File: src/design/timer8_pkg.sv
// Shared constants and carrier types for the 8-bit compare timer
package timer8_pkg;
    localparam logic [7:0] ADDR_CTRL_A    = 8'h00;
    localparam logic [7:0] ADDR_CTRL_B    = 8'h04;
    localparam logic [7:0] ADDR_COUNT     = 8'h08;
    localparam logic [7:0] ADDR_CMP_A     = 8'h0C;
    localparam logic [7:0] ADDR_CMP_B     = 8'h10;
    localparam logic [7:0] ADDR_IRQ_MASK  = 8'h14;
    localparam logic [7:0] ADDR_IRQ_FLAG  = 8'h18;
    localparam logic [7:0] ADDR_ASYNC     = 8'h1C;
    localparam logic [7:0] ADDR_POWER     = 8'h20;
    // Control A: action A [7:6], action B [5:4], mode bits 1..0 [1:0]
    localparam int COM_A_POS   = 6;
    localparam int COM_B_POS   = 4;
    // Control B: force A [7], force B [6], mode bit 2 [3], clock [2:0]
    localparam int FORCE_A_POS = 7;
    localparam int FORCE_B_POS = 6;
    localparam int WGM2_POS    = 3;
    // Flag and mask bits, then the async-select and power-reduce bit positions
    localparam int OVF_POS     = 0;
    localparam int MATCH_A_POS = 1;
    localparam int MATCH_B_POS = 2;
    localparam int ASYNC_POS   = 3;
    localparam int POWER_POS   = 0;
    localparam logic [7:0] RESET_BYTE = 8'h00;
    localparam logic [7:0] BOTTOM_VAL = 8'h00;
    localparam logic [7:0] MAX_VAL    = 8'hFF;
    localparam logic [2:0] CS_STOP    = 3'h0;
    localparam logic [1:0] COM_NONE   = 2'h0;
    localparam logic [1:0] COM_TOGGLE = 2'h1;
    localparam logic [1:0] COM_CLEAR  = 2'h2;
    localparam logic [1:0] COM_SET    = 2'h3;

    typedef enum logic [2:0] {
        WGM_NORMAL   = 3'b000,
        WGM_PC_MAX   = 3'b001,
        WGM_CTC      = 3'b010,
        WGM_FAST_MAX = 3'b011,
        WGM_RSVD4    = 3'b100,
        WGM_PC_CMP   = 3'b101,
        WGM_RSVD6    = 3'b110,
        WGM_FAST_CMP = 3'b111
    } wgm_e;

    typedef struct packed {
        logic        cyc;
        logic        stb;
        logic        we;
        logic [7:0]  adr;
        logic [3:0]  sel;
        logic [31:0] dat;
    } wb_req_s;
endpackage

File: src/design/timer8_compare.sv
// 8-bit up/down timer with two compare channels behind a Wishbone slave
//
// Added by the designer: the register offsets and register access over Wishbone.
`timescale 1ns/1ps
module timer8_compare
    import timer8_pkg::*;
(
    input  wire logic        i_ref_clk,
    input  wire logic        i_resetn,
    input  wire wb_req_s     i_wb_req,
    output logic [31:0]      o_wb_dat,
    output logic             o_wb_ack,
    input  wire logic        i_osc_pin_in,
    output logic             o_osc_pin_out,
    input  wire logic [2:0]  i_irq_served,
    output logic [2:0]       o_irq_req,
    output logic             o_wave_out_a,
    output logic             o_wave_out_b
);
    logic [7:0] ctrl_a_reg;
    logic [7:0] ctrl_b_reg;
    logic [7:0] count_value_reg;
    logic [7:0] compare_value_a_reg;
    logic [7:0] compare_value_b_reg;
    logic [7:0] buf_a_reg;
    logic [7:0] buf_b_reg;
    logic [2:0] irq_mask_reg;
    logic [2:0] irq_flag_reg;
    logic       async_clock_select_reg;
    logic       power_reduce_timer_reg;
    logic       osc_prev_reg;
    logic [9:0] presc_reg;
    logic       down_reg;
    logic       block_reg;
    logic       wave_a_reg;
    logic       wave_b_reg;
    logic       ack_reg;
    logic [31:0] rdat_reg;
    wire logic       wb_req    = i_wb_req.cyc & i_wb_req.stb;
    wire logic       wr_fire   = wb_req & i_wb_req.we & ack_reg & i_wb_req.sel[0];
    wire logic [7:0] wdat      = i_wb_req.dat[7:0];
    wire logic       wr_ctrl_a = wr_fire & (i_wb_req.adr == ADDR_CTRL_A);
    wire logic       wr_ctrl_b = wr_fire & (i_wb_req.adr == ADDR_CTRL_B);
    wire logic       wr_count  = wr_fire & (i_wb_req.adr == ADDR_COUNT);
    wire logic       wr_cmp_a  = wr_fire & (i_wb_req.adr == ADDR_CMP_A);
    wire logic       wr_cmp_b  = wr_fire & (i_wb_req.adr == ADDR_CMP_B);
    wire logic       wr_flag   = wr_fire & (i_wb_req.adr == ADDR_IRQ_FLAG);

    wire wgm_e       mode      = wgm_e'({ctrl_b_reg[WGM2_POS], ctrl_a_reg[1:0]});
    wire logic [2:0] clock_select_field = ctrl_b_reg[2:0];
    wire logic [1:0] com_a     = ctrl_a_reg[COM_A_POS +: 2];
    wire logic [1:0] com_b     = ctrl_a_reg[COM_B_POS +: 2];
    wire logic is_fast    = (mode == WGM_FAST_MAX) || (mode == WGM_FAST_CMP);
    wire logic is_pc      = (mode == WGM_PC_MAX) || (mode == WGM_PC_CMP);
    wire logic top_is_cmp = (mode == WGM_CTC) || (mode == WGM_PC_CMP) || (mode == WGM_FAST_CMP);
    wire logic is_pwm     = is_fast | is_pc;
    // Extreme-value detectors
    wire logic at_bottom = (count_value_reg == BOTTOM_VAL);
    wire logic at_max    = (count_value_reg == MAX_VAL);
    wire logic [7:0] top_val = top_is_cmp ? compare_value_a_reg : MAX_VAL;
    wire logic at_top    = (count_value_reg == top_val);
    // Tick source: the oscillator pin is sampled, so it must run well below the I/O clock
    wire logic osc_rise = i_osc_pin_in & ~osc_prev_reg;
    wire logic src_pulse = async_clock_select_reg ? osc_rise : 1'b1;
    logic tap;
    always_comb begin
        case (clock_select_field)
            3'h1:    tap = 1'b1;
            3'h2:    tap = &presc_reg[2:0];
            3'h3:    tap = &presc_reg[4:0];
            3'h4:    tap = &presc_reg[5:0];
            3'h5:    tap = &presc_reg[6:0];
            3'h6:    tap = &presc_reg[7:0];
            3'h7:    tap = &presc_reg[9:0];
            default: tap = 1'b0;
        endcase
    end
    // Gated off while stopped or while the module is powered down
    wire logic timer_tick = src_pulse & tap & (clock_select_field != CS_STOP)
                          & ~power_reduce_timer_reg;
    wire logic match_a = (count_value_reg == compare_value_a_reg) & ~block_reg;
    wire logic match_b = (count_value_reg == compare_value_b_reg) & ~block_reg;
    // Osc out is the inverting amplifier leg of the crystal pair
    always_ff @(posedge i_ref_clk or negedge i_resetn) begin
        if (!i_resetn) begin
            osc_prev_reg  <= 1'b0;
            o_osc_pin_out <= 1'b0;
            presc_reg     <= 10'h000;
        end else begin
            osc_prev_reg  <= i_osc_pin_in;
            o_osc_pin_out <= ~i_osc_pin_in;
            if (src_pulse) begin
                presc_reg <= presc_reg + 10'h001;
            end
        end
    end

    always_ff @(posedge i_ref_clk or negedge i_resetn) begin
        if (!i_resetn) begin
            ctrl_a_reg             <= RESET_BYTE;
            ctrl_b_reg             <= RESET_BYTE;
            irq_mask_reg           <= 3'h0;
            async_clock_select_reg <= 1'b0;
            power_reduce_timer_reg <= 1'b0;
        end else begin
            if (wr_ctrl_a) begin
                ctrl_a_reg <= wdat;
            end
            // Force bits are strobes and never stored
            if (wr_ctrl_b) begin
                ctrl_b_reg <= {2'b00, wdat[5:0]};
            end
            if (wr_fire && i_wb_req.adr == ADDR_IRQ_MASK) begin
                irq_mask_reg <= wdat[2:0];
            end
            if (wr_fire && i_wb_req.adr == ADDR_ASYNC) begin
                async_clock_select_reg <= wdat[ASYNC_POS];
            end
            if (wr_fire && i_wb_req.adr == ADDR_POWER) begin
                power_reduce_timer_reg <= wdat[POWER_POS];
            end
        end
    end

    // Counter unit
    always_ff @(posedge i_ref_clk or negedge i_resetn) begin
        if (!i_resetn) begin
            count_value_reg <= RESET_BYTE;
            down_reg        <= 1'b0;
        end else if (wr_count) begin
            count_value_reg <= wdat;
        end else if (timer_tick) begin
            if (is_pc) begin
                if (!down_reg && at_top) begin
                    down_reg        <= 1'b1;
                    count_value_reg <= count_value_reg - 8'h01;
                end else if (down_reg && at_bottom) begin
                    down_reg        <= 1'b0;
                    count_value_reg <= count_value_reg + 8'h01;
                end else if (down_reg) begin
                    count_value_reg <= count_value_reg - 8'h01;
                end else begin
                    count_value_reg <= count_value_reg + 8'h01;
                end
            end else begin
                down_reg <= 1'b0;
                if ((is_fast || mode == WGM_CTC) && at_top) begin
                    count_value_reg <= BOTTOM_VAL;
                end else begin
                    count_value_reg <= count_value_reg + 8'h01;
                end
            end
        end
    end

    // Cleared by the next tick, so a write while stopped still blocks one match
    always_ff @(posedge i_ref_clk or negedge i_resetn) begin
        if (!i_resetn) begin
            block_reg <= 1'b0;
        end else if (wr_count) begin
            block_reg <= 1'b1;
        end else if (timer_tick) begin
            block_reg <= 1'b0;
        end
    end

    // Compare registers and their PWM buffers
    wire logic buf_load = timer_tick & is_pwm & (is_fast ? at_bottom : at_top);
    always_ff @(posedge i_ref_clk or negedge i_resetn) begin
        if (!i_resetn) begin
            compare_value_a_reg <= RESET_BYTE;
            compare_value_b_reg <= RESET_BYTE;
            buf_a_reg           <= RESET_BYTE;
            buf_b_reg           <= RESET_BYTE;
        end else begin
            if (wr_cmp_a) begin
                buf_a_reg <= wdat;
            end
            if (wr_cmp_b) begin
                buf_b_reg <= wdat;
            end
            if (wr_cmp_a && !is_pwm) begin
                compare_value_a_reg <= wdat;
            end else if (buf_load) begin
                compare_value_a_reg <= buf_a_reg;
            end
            if (wr_cmp_b && !is_pwm) begin
                compare_value_b_reg <= wdat;
            end else if (buf_load) begin
                compare_value_b_reg <= buf_b_reg;
            end
        end
    end

    // Overflow event per mode
    logic ovf_evt;
    always_comb begin
        if (is_pc) begin
            ovf_evt = down_reg & at_bottom;
        end else if (is_fast) begin
            ovf_evt = at_top;
        end else begin
            ovf_evt = at_max;
        end
    end

    logic [2:0] set_vec;
    always_comb begin
        set_vec              = 3'h0;
        set_vec[OVF_POS]     = timer_tick & ~wr_count & ovf_evt;
        set_vec[MATCH_A_POS] = timer_tick & match_a;
        set_vec[MATCH_B_POS] = timer_tick & match_b;
    end

    // Set wins over a same-cycle clear from software or service
    always_ff @(posedge i_ref_clk or negedge i_resetn) begin
        if (!i_resetn) begin
            irq_flag_reg <= 3'h0;
        end else begin
            irq_flag_reg <= set_vec | (irq_flag_reg & ~i_irq_served
                          & ~(wr_flag ? wdat[2:0] : 3'h0));
        end
    end
    assign o_irq_req = irq_flag_reg & irq_mask_reg;
    // Waveform generator
    wire logic force_a = wr_ctrl_b & wdat[FORCE_A_POS] & ~is_pwm;
    wire logic force_b = wr_ctrl_b & wdat[FORCE_B_POS] & ~is_pwm;

    function automatic logic wave_next(input logic cur, input logic [1:0] com,
                                       input logic hit, input logic frc,
                                       input logic fast, input logic pc,
                                       input logic tick, input logic bot,
                                       input logic dn);
        logic v;
        v = cur;
        if (com == COM_NONE) begin
            v = cur;
        end else if (fast) begin
            if (tick && hit) begin
                v = (com == COM_SET);
            end else if (tick && bot) begin
                v = (com != COM_SET);
            end
        end else if (pc) begin
            if (tick && hit) begin
                v = (com == COM_SET) ? ~dn : dn;
            end
        end else if ((tick && hit) || frc) begin
            case (com)
                COM_TOGGLE: v = ~cur;
                COM_CLEAR:  v = 1'b0;
                COM_SET:    v = 1'b1;
                default:    v = cur;
            endcase
        end
        return v;
    endfunction

    always_ff @(posedge i_ref_clk or negedge i_resetn) begin
        if (!i_resetn) begin
            wave_a_reg <= 1'b0;
            wave_b_reg <= 1'b0;
        end else begin
            wave_a_reg <= wave_next(wave_a_reg, com_a, match_a, force_a, is_fast, is_pc,
                                    timer_tick, at_bottom, down_reg);
            wave_b_reg <= wave_next(wave_b_reg, com_b, match_b, force_b, is_fast, is_pc,
                                    timer_tick, at_bottom, down_reg);
        end
    end
    assign o_wave_out_a = wave_a_reg;
    assign o_wave_out_b = wave_b_reg;

    // Wishbone slave: one wait state, unmapped reads return zero
    logic [7:0] rsel;
    always_comb begin
        case (i_wb_req.adr)
            ADDR_CTRL_A:   rsel = ctrl_a_reg;
            ADDR_CTRL_B:   rsel = ctrl_b_reg;
            ADDR_COUNT:    rsel = count_value_reg;
            ADDR_CMP_A:    rsel = is_pwm ? buf_a_reg : compare_value_a_reg;
            ADDR_CMP_B:    rsel = is_pwm ? buf_b_reg : compare_value_b_reg;
            ADDR_IRQ_MASK: rsel = {5'h00, irq_mask_reg};
            ADDR_IRQ_FLAG: rsel = {5'h00, irq_flag_reg};
            ADDR_ASYNC:    rsel = {4'h0, async_clock_select_reg, 3'h0};
            ADDR_POWER:    rsel = {7'h00, power_reduce_timer_reg};
            default:       rsel = 8'h00;
        endcase
    end

    always_ff @(posedge i_ref_clk or negedge i_resetn) begin
        if (!i_resetn) begin
            ack_reg  <= 1'b0;
            rdat_reg <= 32'h0000_0000;
        end else begin
            ack_reg <= wb_req & ~ack_reg;
            if (wb_req && !ack_reg) begin
                rdat_reg <= {24'h00_0000, rsel};
            end
        end
    end
    assign o_wb_ack = ack_reg;
    assign o_wb_dat = rdat_reg;
endmodule

File: config.mk
export PLATFORM = sky130hd
export DESIGN_NAME = timer8_compare
export DESIGN_NICKNAME = d
export VERILOG_FILES = /design/src/design/timer8_pkg.sv /design/src/design/timer8_compare.sv
export SDC_FILE = /design/constraint.sdc
export NUM_CORES = 1
export LEC_CHECK = 0
export ABC_AREA = 1
export BUFFER_PORTS_ARGS = -buffer_cell sky130_fd_sc_hd__buf_2
export CAP_MARGIN = 20
export CORE_ASPECT_RATIO = 1.25
export CORE_MARGIN = 2
export CORE_UTILIZATION = 55
export DETAILED_ROUTE_END_ITERATION = 10
export PLACE_DENSITY = 0.76
export SLEW_MARGIN = 20
export SYNTH_ARGS = -nofsm -noshare
export SYNTH_HDL_FRONTEND = slang
export SYNTH_SLANG_ARGS = --single-unit
File: constraint.sdc
create_clock -name i_ref_clk -period 2.15 [get_ports i_ref_clk]
set_clock_uncertainty 0.05 [all_clocks]
set_input_delay 0.645 -clock i_ref_clk [delete_from_list [all_inputs] [get_ports i_ref_clk]]
set_output_delay 0.645 -clock i_ref_clk [all_outputs]
set_load 0.02 [all_outputs]
==> run summary <==
Leakage: 0.003152 uW
Die width: 94.77 um
Placed Cells: 943
Multiplexer area fraction after synthesis: 0.5964%
Worst Tran Pin Value: 0.5064 ns
Register area share after synthesis: 38.44%
Max reg flops: 10
Ranking of synthesized cells by area: dfrtp_1 (38%), nand2_1 (14%), o21ai_0 (7.1%)
Power share of the clock group: 40.1%
Final Hold Viols: 0
Tcrit/Tclk final: 96.17%
IR drop worst, VDD: 0.0003272 V
Routed Wire Length: 16060 um
GRT Util Overall: 29.46%
Most Frequent Cell on Critical Path: ha_4
Residual DRC: 0
Hold Crit Class: in2async
I/O pin count: 92
Clk sinks: 87
Pint: 2905 uW
Initial antenna violation count: 0
Post-route ant nets: 0
PwrDens: 626.0 nW/um2
Wire per inst: 16.64 um
Area growth, synth to finish: 16.19%
Final min period: 2.068 ns
Post-synth top area share: 38.44%
Combinational share of power: 14.3%
R2R depth: 11
Crit path to: down_reg$_DFFE_PN0P_
Fmax: 483.6 MHz
DPL Wire Length: 11800 um
Clock transition at path regs: 0.07 ns
Post-synth top flop: dfrtp_1
GPL Wtd Cong: 0.9583
Synth Area in Simple Gates: 30.97%
Post-synth cell types: 45
Compound-gate portion of the synthesized area: 14.78%
Net count, final: 891
Synthesized cell area: 5664 um2
Setup-failing EPs final: 0
Fraction of layout cells with a size suffix above 1: 20.33%
Post-synthesis async set-or-reset flop share: 100.0%
Vias in the first global route: 5013
Commonest cells in the netlist: nand2_1 (218), dfrtp_1 (87), o21ai_0 (80)
Row count: 41
Max_slew headroom: 66.20%
Starting Density: 56.33%
CP Launch Point: presc_reg[1]$_DFFE_PN0N_
Post-Layout Cell Count: 965
Largest family of logic cells by synthesized area: simple AND/OR/NAND/NOR gates
N_diodes: 0
Crit path largest cell delay: 0.43 ns
Gr ovfl total: 0
Crit path required time: 2.32 ns
Clk_lat worst skew: 0.35 ns
Seq. cell area: 2180 um2
First-pass GRT wire length: 25100 um
DR vias: 5355
Core area: 10050 um2
Die area: 11130 um2
CTS Hold Buffers Added: 0
XOR/XNOR Fraction of Synth Area: 2.783%
Critical path startpoint category: flip-flop
Fill cells: 863
CTS buffer count: 9
Area of the multi-input gates: 3085 um2
Clk buf depth: 2
TritonRoute pass-1 iters: 6
Switching share of power: 29.50%
Port Buffers: 40
Largest net degree at the start of global routing: 88
Htree depth: 3
Area leader, netlist: dfrtp_1
Root Driver: clkbuf_16
CTS tree: built
Yosys warnings: 0
1st-iter DRT viols: 436
Max-cap violations: 0
Reg2Reg Setup Slack: 0.08 ns
Crit Path Class: reg2reg
RR Endpoint: down_reg$_DFFE_PN0P_
Worst EP arrival: 2.24 ns
Adder-cell share of the synthesized area: 1.546%
Die Y: 117.5 um
Crit path cell chain: ha_4 -> nand3_4 -> inv_4 -> ha_4 -> o21ai_4 -> a21oi_4 -> nand2_4 -> nor2_4 -> o21ai_0 -> nor2_1 -> a21oi_1
Fin util: 65.46%
CP endpoint kind: flip-flop
Vias per cell: 5.549
P_sw: 1216 uW
Power, Total: 4120 uW
Synth Register Bits: 87
Slew Limit Fails: 0
Post-synth EDFFs: 0
Crit-path max FO: 5
Count leader, synth: nand2_1
Syn avg cell area: 7.443 um2
Status: finished clean
Mapped Cells: 761
CP max-delay cell: dfrtp_1
Reg-to-reg startpoint: presc_reg[1]$_DFFE_PN0N_
Sequential share of power: 45.5%
final cells by class:
type	count	share of cell area, %
Clock buffer	10	3.631
Multi-Input combinational cell	568	46.88
Inverter	86	5.057
Tap cell	129	2.452
Clock inverter	6	1.141
Timing Repair Buffer	79	7.719
Sequential cell	87	33.12
cell usage in the layout, fill, tap and decap left out, types with 9 or more instances in the layout:
master	count
inv_1	67
o21ai_0	79
dfrtp_1	85
o22ai_1	9
clkbuf_16	9
nand2_1	218
nor2_1	50
inv_2	16
buf_4	39
xor2_1	14
buf_2	39
a21oi_1	17
nand3_1	55
conb_1	24
kinds of logic after synthesis:
family | after synthesis
AOI/OAI and AO/OA | 141
xor gates and xnor gates | 18
adders and majority gates | 7
buffers and inverters | 130
DFF | 87
muxes | 3
other | 1
and+or+nand+nor | 374
worst max-delay path: cells and delay by family, from the launching register on:
family          cells  cell delay (ns)
simple gates        4             0.53
flops               1             0.43
fa+ha+maj           2             0.34
compound gates      4             0.51
buf+inv             1             0.09
routing by layer:
| metal | vias up | GRT usage (%) | share of wire (%) |
|---|---|---|---|
| met2 | 203 | 50.09 | 50 |
| met3 | 54 | 5.186 | 5.6 |
| met4 | 0 | 12.32 | 4.1 |
| li1 | 2567 | - | - |
| met5 | - | 0 | 0 |
| met1 | 2531 | 36.28 | 40 |
metrics by stage:
stage | cell area (um2) | worst slack, ns | hold WS, ns | TNS [ns]
4_1_cts | 6432 | 0.005288 | 0.3115 | 0
3_3_place_gp | 6100 | -0.05134 | 0.4112 | -0.3723
2_1_floorplan | 5751 | 0.2279 | 0.2994 | 0
3_5_place_dp | 6100 | -0.1255 | 0.4159 | -0.8309
5_1_grt | 6581 | -0.07469 | 0.3118 | -0.4760
6_report | 6581 | 0.08233 | 0.2788 | 0
power by group through the flow:
stage          Combinational [uW]  Clock, uW  Sequential (uW)
2_1_floorplan                 394          0             1840
3_3_place_gp                  529          0             1870
3_5_place_dp                  545          0             1880
4_1_cts                       549       1670             1840
5_1_grt                       655       1740             1890
6_report                      590       1650             1880
worst min path at each step:
| stage | start | slack, ns | end | depth (start not counted) |
|---|---|---|---|---|
| global route | i_resetn | 0.31 | irq_mask_reg[2]$_DFFE_PN0P_ | 2 |
| floorplan | i_resetn | 0.30 | async_clock_select_reg$_DFFE_PN0P_ | 0 |
| finish | i_resetn | 0.28 | async_clock_select_reg$_DFFE_PN0P_ | 2 |
| detailed placement | o_wb_dat[3]$_DFFE_PN0P_ | 0.42 | o_wb_dat[3]$_DFFE_PN0P_ | 2 |
| global placement | o_wb_dat[2]$_DFFE_PN0P_ | 0.41 | o_wb_dat[2]$_DFFE_PN0P_ | 2 |
| CTS | i_resetn | 0.31 | irq_mask_reg[2]$_DFFE_PN0P_ | 2 |
repair_timing:
item / 4_1_cts / 5_1_grt
endpoints found under the setup margin: 17 / 30
gates resized for setup: 2 / 23
cloned: 1 / 0
buffers inserted: 0 / 5
pin swaps: 1 / 7
(Power assumes the default switching activity.)
